<file path="src/verilog/cib_pkg.sv">
// shared constants and types for the can interrupt and bus-off control block
package cib_pkg;
   // register byte offsets on the wishbone slave
   localparam logic [7:0] OFF_CTRL0  = 8'h00;
   localparam logic [7:0] OFF_CTRL1  = 8'h04;
   localparam logic [7:0] OFF_RXFLAG = 8'h08;
   localparam logic [7:0] OFF_RXIEN  = 8'h0C;
   localparam logic [7:0] OFF_TXFLAG = 8'h10;
   localparam logic [7:0] OFF_TXIEN  = 8'h14;
   localparam logic [7:0] OFF_MISC   = 8'h18;
   localparam logic [7:0] OFF_STATUS = 8'h1C;
   // control_reg_0 fields
   localparam int CTL0_ENABLE = 0;
   localparam int CTL0_INIT_REQUEST = 1;
   localparam int CTL0_SLEEP_REQUEST  = 2;
   localparam int CTL0_WAKE_DETECT_ENABLE   = 3;
   localparam int CTL0_INIT_ACKNOWLEDGE = 8;
   localparam int CTL0_SLEEP_ACKNOWLEDGE  = 9;
   // control_reg_1, misc_reg and status fields
   localparam int CTL1_BUSOFF_RECOVERY_MODE     = 0;
   localparam int MISC_BUSOFF_HOLD   = 0;
   localparam int STAT_BUSOFF   = 0;
   // rx_flag_reg and rx_irq_enable_reg fields
   localparam int RF_RXF  = 0;
   localparam int RF_OVR  = 1;
   localparam int RF_TST  = 2;
   localparam int RF_RST  = 4;
   localparam int RF_CSC  = 6;
   localparam int RF_WUP  = 7;
   // values after reset
   localparam logic RST_ENABLE = 1'b0;
   localparam logic RST_INIT_REQUEST = 1'b1;
   localparam logic RST_BUSOFF_RECOVERY_MODE   = 1'b0;
   localparam logic [2:0] RST_TXE = 3'h7;
   // error counter thresholds and recovery counts
   localparam logic [8:0] WARN_LIMIT    = 9'h060;
   localparam logic [8:0] PASSIVE_LIMIT = 9'h080;
   localparam logic [8:0] BUSOFF_LIMIT  = 9'h100;
   localparam int RECESSIVE_RUN = 11;
   localparam int RECOVERY_SEQS = 128;
   // error state of one counter
   typedef enum logic [1:0] {ERR_ACTIVE, ERR_WARNING, ERR_PASSIVE, ERR_BUSOFF} cib_err_t;
   // sleep handshake states
   typedef enum logic [1:0] {SLP_AWAKE, SLP_PENDING, SLP_ASLEEP} cib_sleep_t;
   // events and levels coming from the protocol engine
   typedef struct packed {
      logic       rxEofStoredP;
      logic       rxQueueLoadP;
      logic       rxFifoOverflow;
      logic [2:0] txDoneP;
      logic       bitTickP;
      logic       busIdle;
   } cib_engine_t;
endpackage

</file>
<file path="src/verilog/cib_w1c_flags.sv">
// sticky write-one-to-clear flag bank with set priority and hold condition
`timescale 1ns/1ns
module cib_w1c_flags #(
   parameter int             W        = 1,
   parameter logic [W-1:0]   RST_VAL  = '0
) (
   input  wire logic         clk,
   input  wire logic         rst,
   input  wire logic [W-1:0] setP,
   input  wire logic [W-1:0] hold,
   input  wire logic [W-1:0] clrP,
   output logic      [W-1:0] flags
);
   import cib_pkg::*;

   logic [W-1:0] flags_reg;
   logic [W-1:0] flags_next;
   logic [W-1:0] clrOk;

   // a clear only acts where the cause has gone; zero bits do nothing
   assign clrOk      = clrP & ~hold;
   // set and hold are or'ed after the clear so a same-cycle event survives
   assign flags_next = (flags_reg & ~clrOk) | setP | hold;
   assign flags      = flags_reg;

   always_ff @(posedge clk) begin
      if (rst) begin
         flags_reg <= RST_VAL;
      end else begin
         flags_reg <= flags_next;
      end
   end
endmodule

</file>
<file path="src/verilog/cib_busoff_recovery.sv">
// counts runs of recessive bits during bus-off until recovery may start
`timescale 1ns/1ns
module cib_busoff_recovery #(
   parameter int RUN_LEN  = cib_pkg::RECESSIVE_RUN,
   parameter int SEQ_CNT  = cib_pkg::RECOVERY_SEQS
) (
   input  wire logic clk,
   input  wire logic rst,
   input  wire logic startP,
   input  wire logic run,
   input  wire logic bitTickP,
   input  wire logic rxBit,
   output logic      done
);
   import cib_pkg::*;

   localparam int RW = $clog2(RUN_LEN + 1);
   localparam int SW = $clog2(SEQ_CNT + 1);
   localparam logic [RW-1:0] RUN_LAST = RW'(RUN_LEN - 1);
   localparam logic [SW-1:0] SEQ_LAST = SW'(SEQ_CNT - 1);

   logic [RW-1:0] runCnt_reg;
   logic [RW-1:0] runCnt_next;
   logic [SW-1:0] seqCnt_reg;
   logic [SW-1:0] seqCnt_next;
   logic          done_reg;
   logic          done_next;
   logic          runHit;

   // a dominant bit restarts the run; a full run bumps the sequence count
   assign runHit      = run && bitTickP && rxBit && (runCnt_reg == RUN_LAST);
   assign runCnt_next = startP ? '0 :
                        (!run || !bitTickP) ? runCnt_reg :
                        (!rxBit || runHit) ? '0 : runCnt_reg + RW'(1);
   assign seqCnt_next = startP ? '0 : (runHit && !done_reg) ? seqCnt_reg + SW'(1) : seqCnt_reg;
   // done after the last full run of the 128-by-11 count
   assign done_next   = startP ? 1'b0 : (done_reg || (runHit && seqCnt_reg == SEQ_LAST));
   assign done        = done_reg;

   always_ff @(posedge clk) begin
      if (rst) begin
         runCnt_reg <= '0;
         seqCnt_reg <= '0;
         done_reg   <= 1'b0;
      end else begin
         runCnt_reg <= runCnt_next;
         seqCnt_reg <= seqCnt_next;
         done_reg   <= done_next;
      end
   end
endmodule

</file>
<file path="src/verilog/cib_irq_busoff_ctrl.sv">
// can interrupt, flag acknowledge, sleep/init handshake and bus-off recovery control
// Operation
// four separately maskable interrupt request outputs
// error request: status change or overrun, each enabled
// per tx buffer empty flag and enable
// receive full set after end of frame
// receive full set again on next queue load
// wake flag on bus activity while asleep
// receive fifo overflow sets overrun flag
// status change on critical range, states recorded
// request stands while any enabled flag set
// writing one clears the flag
// clear ignored while cause still present
// software clears only the flag it serviced
// enable, configure in init, then leave init
// reconfigure via sleep then init handshake
// automatic recovery after 128 runs of 11
// user mode also waits for hold cleared
// sleep only when idle with no pending transmit
// wake enable set before sleep, else masked
// writing zero to a flag does nothing
// set beats clear in the same cycle
`timescale 1ns/1ns
module cib_irq_busoff_ctrl (
   input  wire logic                 clk,
   input  wire logic                 rst,
   input  wire logic                 wb_cyc_i,
   input  wire logic                 wb_stb_i,
   input  wire logic                 wb_we_i,
   input  wire logic [7:0]           wb_adr_i,
   input  wire logic [3:0]           wb_sel_i,
   input  wire logic [31:0]          wb_dat_i,
   output logic      [31:0]          wb_dat_o,
   output logic                      wb_ack_o,
   input  wire cib_pkg::cib_engine_t engEv,
   input  wire logic [8:0]           txErrCount,
   input  wire logic [7:0]           rxErrCount,
   input  wire logic                 canRx,
   input  wire logic                 powerDown,
   output logic                      irqWake,
   output logic                      irqError,
   output logic                      irqRx,
   output logic                      irqTx,
   output logic                      busOff,
   output logic                      busOffRecoverP,
   output logic                      sleepAck,
   output logic                      initAck,
   output logic                      canRxInternal
);
   import cib_pkg::*;

   // function: map a counter value onto its error state
   function automatic cib_err_t errState(input logic [8:0] cnt, input logic isTx);
      cib_err_t s;
      s = ERR_ACTIVE;
      if (isTx && cnt >= BUSOFF_LIMIT) begin
         s = ERR_BUSOFF;
      end else if (cnt >= PASSIVE_LIMIT) begin
         s = ERR_PASSIVE;
      end else if (cnt >= WARN_LIMIT) begin
         s = ERR_WARNING;
      end
      return s;
   endfunction

   // ---------------- wishbone slave ----------------
   logic        ack_reg;
   logic        ack_next;
   logic [31:0] rdat_reg;
   logic [31:0] rdat_next;
   logic        reqLive;
   logic        takeReq;
   logic        wrDo;
   logic        lane0;
   logic        hitCtrl0;
   logic        hitCtrl1;
   logic        hitRxFlag;
   logic        hitRxIen;
   logic        hitTxFlag;
   logic        hitTxIen;
   logic        hitMisc;
   logic        hitStatus;

   // one wait state: ack rises the cycle after the request, writes act on the ack edge
   assign reqLive   = wb_cyc_i && wb_stb_i;
   assign takeReq   = reqLive && !ack_reg;
   assign ack_next  = takeReq;
   assign wrDo      = reqLive && ack_reg && wb_we_i;
   assign lane0     = wrDo && wb_sel_i[0];
   assign hitCtrl0  = (wb_adr_i == OFF_CTRL0);
   assign hitCtrl1  = (wb_adr_i == OFF_CTRL1);
   assign hitRxFlag = (wb_adr_i == OFF_RXFLAG);
   assign hitRxIen  = (wb_adr_i == OFF_RXIEN);
   assign hitTxFlag = (wb_adr_i == OFF_TXFLAG);
   assign hitTxIen  = (wb_adr_i == OFF_TXIEN);
   assign hitMisc   = (wb_adr_i == OFF_MISC);
   assign hitStatus = (wb_adr_i == OFF_STATUS);

   // ---------------- control registers ----------------
   logic       enable_reg;
   logic       init_request_reg;
   logic       sleep_request_reg;
   logic       wake_detect_enable_reg;
   logic       busoff_recovery_mode_reg;
   logic [7:0] rxIen_reg;
   logic [2:0] txIen_reg;
   logic       init_acknowledge_reg;
   logic       init_acknowledge_next;
   logic       wrSlpRq;
   logic       slpRqWriteOk;
   logic       sleep_request_next;

   // busoff_recovery_mode is init-only; the rest may be written any time
   always_ff @(posedge clk) begin
      if (rst) begin
         enable_reg <= RST_ENABLE;
         init_request_reg <= RST_INIT_REQUEST;
         wake_detect_enable_reg   <= 1'b0;
         busoff_recovery_mode_reg   <= RST_BUSOFF_RECOVERY_MODE;
         rxIen_reg  <= '0;
         txIen_reg  <= '0;
      end else begin
         if (lane0 && hitCtrl0) begin
            enable_reg <= wb_dat_i[CTL0_ENABLE];
            init_request_reg <= wb_dat_i[CTL0_INIT_REQUEST];
            wake_detect_enable_reg   <= wb_dat_i[CTL0_WAKE_DETECT_ENABLE];
         end
         if (lane0 && hitCtrl1 && init_acknowledge_reg) begin
            busoff_recovery_mode_reg <= wb_dat_i[CTL1_BUSOFF_RECOVERY_MODE];
         end
         if (lane0 && hitRxIen) begin
            rxIen_reg <= wb_dat_i[7:0];
         end
         if (lane0 && hitTxIen) begin
            txIen_reg <= wb_dat_i[2:0];
         end
      end
   end

   // ---------------- pin synchroniser ----------------
   logic rxS1_reg;
   logic rxS2_reg;
   logic rxS3_reg;
   logic rxLevel_reg;

   // the pin level counts only once the second and third stage agree
   always_ff @(posedge clk) begin
      if (rst) begin
         rxS1_reg    <= 1'b1;
         rxS2_reg    <= 1'b1;
         rxS3_reg    <= 1'b1;
         rxLevel_reg <= 1'b1;
      end else begin
         rxS1_reg <= canRx;
         rxS2_reg <= rxS1_reg;
         rxS3_reg <= rxS2_reg;
         if (rxS2_reg == rxS3_reg) begin
            rxLevel_reg <= rxS3_reg;
         end
      end
   end

   // ---------------- sleep handshake ----------------
   cib_sleep_t  slp_reg;
   cib_sleep_t  slp_next;
   logic [2:0]  txEmpty;
   logic        txAllEmpty;
   logic        asleep;
   logic        rxMasked;
   logic        busActivity;
   logic        wakeEvent;
   logic        wakeIrqOk;

   assign asleep      = (slp_reg == SLP_ASLEEP);
   assign txAllEmpty  = &txEmpty;
   // without wake enable the bus is seen as recessive, so the block stays asleep
   assign rxMasked    = asleep && !wake_detect_enable_reg;
   assign busActivity = !rxLevel_reg && !rxMasked;
   // in power-down the wake only counts if sleep was reached first and irq enabled
   assign wakeIrqOk   = !powerDown || rxIen_reg[RF_WUP];
   assign wakeEvent   = asleep && wake_detect_enable_reg && busActivity && wakeIrqOk;
   // software cannot drop the sleep request before the acknowledge
   assign wrSlpRq      = lane0 && hitCtrl0;
   assign slpRqWriteOk = wb_dat_i[CTL0_SLEEP_REQUEST] || asleep;
   assign sleep_request_next   = wakeEvent ? 1'b0 :
                         (wrSlpRq && slpRqWriteOk) ? wb_dat_i[CTL0_SLEEP_REQUEST] : sleep_request_reg;

   // sleep waits for every transmit buffer empty and an idle bus
   always_comb begin
      slp_next = slp_reg;
      case (slp_reg)
         SLP_AWAKE: begin
            if (sleep_request_reg && enable_reg) begin
               slp_next = SLP_PENDING;
            end
         end
         SLP_PENDING: begin
            if (!sleep_request_reg) begin
               slp_next = SLP_AWAKE;
            end else if (txAllEmpty && engEv.busIdle) begin
               slp_next = SLP_ASLEEP;
            end
         end
         SLP_ASLEEP: begin
            if (!sleep_request_reg || wakeEvent) begin
               slp_next = SLP_AWAKE;
            end
         end
         default: begin
            slp_next = SLP_AWAKE;
         end
      endcase
   end

   // init acknowledge follows the request once the bus is quiet or asleep
   assign init_acknowledge_next = init_request_reg ? (init_acknowledge_reg || engEv.busIdle || asleep) : 1'b0;

   always_ff @(posedge clk) begin
      if (rst) begin
         slp_reg    <= SLP_AWAKE;
         sleep_request_reg  <= 1'b0;
         init_acknowledge_reg <= 1'b0;
      end else begin
         slp_reg    <= slp_next;
         sleep_request_reg  <= sleep_request_next;
         init_acknowledge_reg <= init_acknowledge_next;
      end
   end

   // ---------------- error state tracking ----------------
   cib_err_t txSt_reg;
   cib_err_t rxSt_reg;
   cib_err_t txStNow;
   cib_err_t rxStNow;
   logic     txStMove;
   logic     rxStMove;
   logic     statusChangeP;
   logic [1:0] txStRec_reg;
   logic [1:0] rxStRec_reg;

   assign txStNow  = errState(txErrCount, 1'b1);
   assign rxStNow  = errState({1'b0, rxErrCount}, 1'b0);
   assign txStMove = (txStNow != txSt_reg) && (txStNow != ERR_ACTIVE);
   assign rxStMove = (rxStNow != rxSt_reg) && (rxStNow != ERR_ACTIVE);
   // entering warning or passive on either counter, or bus-off on the transmit counter, raises the flag
   assign statusChangeP = txStMove || rxStMove;

   // the recorded states tell software which range was reached
   always_ff @(posedge clk) begin
      if (rst) begin
         txSt_reg    <= ERR_ACTIVE;
         rxSt_reg    <= ERR_ACTIVE;
         txStRec_reg <= '0;
         rxStRec_reg <= '0;
      end else begin
         txSt_reg <= txStNow;
         rxSt_reg <= rxStNow;
         if (statusChangeP) begin
            txStRec_reg <= txStNow;
            rxStRec_reg <= rxStNow;
         end
      end
   end

   // ---------------- flags ----------------
   logic [3:0] rxFlags;
   logic [3:0] rxSet;
   logic [3:0] rxHold;
   logic [3:0] rxClr;
   logic       clrRx;
   logic       clrTx;
   logic       rxfSet;

   // a queued message does not move to the foreground while asleep
   assign rxfSet = engEv.rxEofStoredP || (engEv.rxQueueLoadP && !asleep);
   // flag order: wake, status change, overrun, receive full
   assign rxSet  = {wakeEvent, statusChangeP, 1'b0, rxfSet};
   assign rxHold = {1'b0, 1'b0, engEv.rxFifoOverflow, 1'b0};
   assign clrRx  = lane0 && hitRxFlag;
   assign clrTx  = lane0 && hitTxFlag;
   assign rxClr  = clrRx ? {wb_dat_i[RF_WUP], wb_dat_i[RF_CSC], wb_dat_i[RF_OVR],
                            wb_dat_i[RF_RXF]} : 4'h0;

   cib_w1c_flags #(
      .W       (4),
      .RST_VAL (4'h0)
   ) u_rxFlags (
      .clk   (clk),
      .rst   (rst),
      .setP  (rxSet),
      .hold  (rxHold),
      .clrP  (rxClr),
      .flags (rxFlags)
   );

   // a buffer goes empty when its message is sent or aborted; clearing schedules it
   cib_w1c_flags #(
      .W       (3),
      .RST_VAL (RST_TXE)
   ) u_txFlags (
      .clk   (clk),
      .rst   (rst),
      .setP  (engEv.txDoneP),
      .hold  (3'h0),
      .clrP  (clrTx ? wb_dat_i[2:0] : 3'h0),
      .flags (txEmpty)
   );

   // ---------------- bus-off and recovery ----------------
   logic busOff_reg;
   logic busOffEnter;
   logic hold_reg;
   logic recCountDone;
   logic recoverGo;
   logic recoverP_reg;

   assign busOffEnter = (txStNow == ERR_BUSOFF) && !busOff_reg;
   // user mode needs both the count and a cleared hold, in either order
   assign recoverGo = busOff_reg && recCountDone && (!busoff_recovery_mode_reg || !hold_reg);

   // counting pauses while asleep since the protocol clocks are stopped
   cib_busoff_recovery #(
      .RUN_LEN (RECESSIVE_RUN),
      .SEQ_CNT (RECOVERY_SEQS)
   ) u_recovery (
      .clk      (clk),
      .rst      (rst),
      .startP   (busOffEnter),
      .run      (busOff_reg && enable_reg && !asleep),
      .bitTickP (engEv.bitTickP),
      .rxBit    (rxLevel_reg),
      .done     (recCountDone)
   );

   // hold is raised on entry in user mode and cleared by writing one
   always_ff @(posedge clk) begin
      if (rst) begin
         busOff_reg   <= 1'b0;
         hold_reg     <= 1'b0;
         recoverP_reg <= 1'b0;
      end else begin
         busOff_reg   <= busOffEnter ? 1'b1 : recoverGo ? 1'b0 : busOff_reg;
         recoverP_reg <= recoverGo;
         if (busOffEnter && busoff_recovery_mode_reg) begin
            hold_reg <= 1'b1;
         end else if (lane0 && hitMisc && wb_dat_i[MISC_BUSOFF_HOLD]) begin
            hold_reg <= 1'b0;
         end
      end
   end

   // ---------------- read mux ----------------
   logic [31:0] rdCtrl0;
   logic [31:0] rdRxFlag;

   assign rdCtrl0  = {22'h0, asleep, init_acknowledge_reg, 4'h0, wake_detect_enable_reg, sleep_request_reg,
                      init_request_reg, enable_reg};
   assign rdRxFlag = {24'h0, rxFlags[3], rxFlags[2], rxStRec_reg, txStRec_reg,
                      rxFlags[1], rxFlags[0]};
   // unmapped addresses answer with zero and ignore writes
   assign rdat_next = !takeReq  ? rdat_reg :
                      hitCtrl0  ? rdCtrl0 :
                      hitCtrl1  ? {31'h0, busoff_recovery_mode_reg} :
                      hitRxFlag ? rdRxFlag :
                      hitRxIen  ? {24'h0, rxIen_reg} :
                      hitTxFlag ? {29'h0, txEmpty} :
                      hitTxIen  ? {29'h0, txIen_reg} :
                      hitMisc   ? {31'h0, hold_reg} :
                      hitStatus ? {31'h0, busOff_reg} : 32'h0;

   // ---------------- output registers ----------------
   logic irqWake_reg;
   logic irqErr_reg;
   logic irqRx_reg;
   logic irqTx_reg;
   logic rxInt_reg;

   // requests are a level for as long as an enabled flag stays set
   always_ff @(posedge clk) begin
      if (rst) begin
         ack_reg     <= 1'b0;
         rdat_reg    <= '0;
         irqWake_reg <= 1'b0;
         irqErr_reg  <= 1'b0;
         irqRx_reg   <= 1'b0;
         irqTx_reg   <= 1'b0;
         rxInt_reg   <= 1'b1;
      end else begin
         ack_reg     <= ack_next;
         rdat_reg    <= rdat_next;
         irqWake_reg <= rxFlags[3] && rxIen_reg[RF_WUP];
         irqErr_reg  <= (rxFlags[2] && rxIen_reg[RF_CSC]) ||
                        (rxFlags[1] && rxIen_reg[RF_OVR]);
         irqRx_reg   <= rxFlags[0] && rxIen_reg[RF_RXF];
         irqTx_reg   <= |(txEmpty & txIen_reg);
         rxInt_reg   <= rxMasked ? 1'b1 : rxLevel_reg;
      end
   end

   assign wb_ack_o       = ack_reg;
   assign wb_dat_o       = rdat_reg;
   assign irqWake        = irqWake_reg;
   assign irqError       = irqErr_reg;
   assign irqRx          = irqRx_reg;
   assign irqTx          = irqTx_reg;
   assign busOff         = busOff_reg;
   assign busOffRecoverP = recoverP_reg;
   assign sleepAck       = asleep;
   assign initAck        = init_acknowledge_reg;
   assign canRxInternal  = rxInt_reg;
endmodule

</file>
<file path="config.mk">
export PLATFORM = sky130hd
export DESIGN_NAME = cib_irq_busoff_ctrl
export DESIGN_NICKNAME = d
export VERILOG_FILES = /design/src/verilog/cib_pkg.sv /design/src/verilog/cib_w1c_flags.sv /design/src/verilog/cib_busoff_recovery.sv /design/src/verilog/cib_irq_busoff_ctrl.sv
export SDC_FILE = /design/constraint.sdc
export NUM_CORES = 1
export LEC_CHECK = 0
export ABC_CLOCK_PERIOD_IN_PS = 2000
export BUFFER_PORTS_ARGS = -buffer_cell sky130_fd_sc_hd__clkbuf_2
export CORE_MARGIN = 5
export CORE_UTILIZATION = 49
export DETAILED_ROUTE_END_ITERATION = 8
export PLACE_DENSITY = 0.79
export SYNTH_ARGS = -nofsm -noshare
export SYNTH_HDL_FRONTEND = slang
export SYNTH_SLANG_ARGS = --single-unit
</file>
<file path="constraint.sdc">
create_clock -name clk -period 2 [get_ports clk]
set_input_delay 0.1 -clock clk [delete_from_list [all_inputs] [get_ports clk]]
set_output_delay 0.1 -clock clk [all_outputs]
set_load 0.03 [all_outputs]
</file>
==> results.cfg <==
[outcome]
status = finished, final reports clean

[worst_setup_path]
start_kind = flip-flop
cp_max_fo = 8
critical_path_required_ns = 2.24
arrival_ns = 1.78
cp-end-kind = flip-flop
worstSetupPathType = reg2reg

[synthesis]
synth_ff_type = dfxtp_1
netlist_instances = 360
syn_area_mm2 = 0.003173
synthTopCellsByCount = dfxtp_1, nor2_1, nand2_1
syn_avg_cell_area_um2 = 8.814
synth.area.top_cells = dfxtp_1, nor2_1, buf_4, mux2i_1, nand2_1
synth-seq-cells = 70
yosys.cell_types.count = 54
seq_area_frac_synth = 0.4416
synth_edf_count = 0
yosys.area.top_type_share = 0.4416
yosysMostFrequentCell = dfxtp_1
synthArstFlopShare = 0
yosysTopAreaCell = dfxtp_1
ys_warn_count = 0

[cts]
postCtsSetupBuffers = 0
cts_buffer_depth = 2
postCtsHoldBufs = 8
cts_sinks = 70
tritoncts = built
cts-htree-levels = 3
cts_resized = 0
root_buffer = clkbuf_8
cts_buffers = 9
clk_pin_slew_ns = 0.07
insertion_delay_ns = 0.34

[place]
gp_congestion = 0.9191
hpwl_um = 5370
numPortBuffers = 58
dp_slack_ns = 0.2351

[sta]
setup_tns_ns = 0
slew_viol_final = 0
rsz0062_at_grt = false
period_needed_ns = 1.540
worstMarginPinSlew_ns = 0.5363
finalHoldViolCount = 0
max-slew-margin-rel = 0.6425
fin_worst_skew_ns = 0.007856
layout_setup_ws_ns = 0.4604
max_freq_mhz = 649.5
period_share = 0.7698
setup_violations = 0

[pwr]
switchingPower_w = 0.0006995
power_leakage_nw = 1.620
p_int_w = 0.002071
seq_power_share = 0.517
vdd_drop_max_v = 0.0005866
power.density_mw_per_mm2 = 742.8
clock_power_share = 0.389
sw_frac_of_total = 0.2525
p_comb_frac = 0.093

[floorplanning]
die_w_um = 90.47
coreArea_mm2 = 0.006314
pin_count = 118
initial_core_util = 0.5026
rows = 29
dieArea_mm2 = 0.008185
dieHeight_um = 90.47

[hold_path]
hold_class = in2reg

[detailed_routing]
wirelength_um = 7408
route.detailed.drc = 0
drt_iter0_markers = 271
wire_per_inst_um = 14.50
vias_per_cell = 5.364
drt_pass1_iterations = 5
ant_nets = 0
route.vias.total = 2741

[grt]
grt_pass1_wl_um = 12250
use_met2 = 0.3008
grt-ovfl-total = 0
grt.busiest_layer = met2
grt_pass1_vias = 2655
grt_use_met3 = 0.05750
use_met1 = 0.2294
antenna_found_initial = 0
grt_max_degree = 58
grt_usage = 0.1824

[final_layout]
antennaDiodeCount = 0
largest_reg_flops = 10
fin_nets = 508
drive_gt1_frac = 0.2212
area_growth_pct = 17.55

[run]
drv_cap = 0
## power groups by stage
stage,registers [W],logic [W],clock network (W)
6_report,0.00143,0.000259,0.00108
3_5_place_dp,0.00146,0.000244,0
5_1_grt,0.00143,0.000281,0.00117
2_1_floorplan,0.00147,0.000183,0
3_3_place_gp,0.00146,0.000240,0
4_1_cts,0.00143,0.000258,0.00110
## critical path: stages (launching register included)
cell      delay [ns]
dfxtp_1         0.35
inv_1           0.08
ha_1            0.14
nand4b_1        0.16
nor4_2          0.18
buf_4           0.20
nand4_1         0.13
xor2_1          0.15
nor2_1          0.05
## stage by stage
step | instances | utilization | total power, W | hold WS (ns) | cell area, µm²
2_1_floorplan | 381 | - | 0.001653 | 0.1944 | 3252
6_report | 511 | 0.5908 | 0.002771 | 0.01102 | 3730
4_1_cts | 511 | 0.5908 | 0.002794 | 0.001872 | 3730
5_1_grt | 511 | 0.5908 | 0.002881 | 0.01837 | 3730
3_5_place_dp | 487 | 0.5493 | 0.001708 | 0.2927 | 3468
3_3_place_gp | 487 | 0.5493 | 0.001703 | 0.2842 | 3468
## final timing paths
check | startpoint | end | slack (ns) | cells past startpoint
worst max-delay path | u_recovery.runCnt_reg[0] | u_recovery.seqCnt_reg[4] | 0.46 | 8
worst max register to register | u_recovery.runCnt_reg[0] | u_recovery.seqCnt_reg[4] | 0.46 | 8
worst min register to register | rxS1_reg | rxS2_reg | 0.43 | 1
worst min-delay path | rxErrCount[7] | rxSt_reg[1] | 0.01 | 2
## cell usage in the layout (no fill, tap or decap), drive strengths merged, types with 4 or more instances in the layout
cell	Yosys	final
mux2	4	4
inv	4	4
nand2	31	31
nand3	19	19
a22oi	7	7
dlygate4sd3	0	8
dfxtp	70	70
nand4	10	10
a31oi	5	5
o21ai	4	4
and3	6	6
a211oi	4	4
mux2i	16	16
nor2	58	58
conb	1	22
nor3	9	9
a211o	4	4
clkinv	0	4
nor2b	5	5
xor2	8	8
buf	24	6
clkbuf	11	69
a21oi	15	15
or2	6	6
## layout make-up
| class | count | area (µm²) |
|---|---|---|
| clock buffer | 11 | 131.4 |
| clock inverter | 5 | 50.05 |
| fill | 580 | 2584 |
| inverter | 4 | 15.01 |
| multi-input combinational | 272 | 1620 |
| sequential | 70 | 1401 |
| tap | 77 | 96.34 |
| timing repair buffer | 72 | 415.4 |
## routing by layer
metal,part of all wire,wire [µm]
met1,0.42,3136
met2,0.49,3640
met3,0.076,564
met4,0.0089,66
met5,0,0
## logic make-up (layout without fill, tap and decap cells)
| group | count (synthesis) | in the layout | share of synthesized area |
|---|---|---|---|
| AOI/OAI and AO/OA | 49 | 49 | 0.1021 |
| adders and majority gates | 3 | 3 | 0.01183 |
| and+or+nand+nor | 167 | 167 | 0.2713 |
| xor gates and xnor gates | 10 | 10 | 0.02760 |
| muxes | 21 | 21 | 0.07176 |
| other | 1 | 22 | 0.001182 |
| DFF | 70 | 70 | 0.4416 |
| buffers and inverters | 39 | 92 | 0.07255 |
Power figures use the tool's default switching activity.
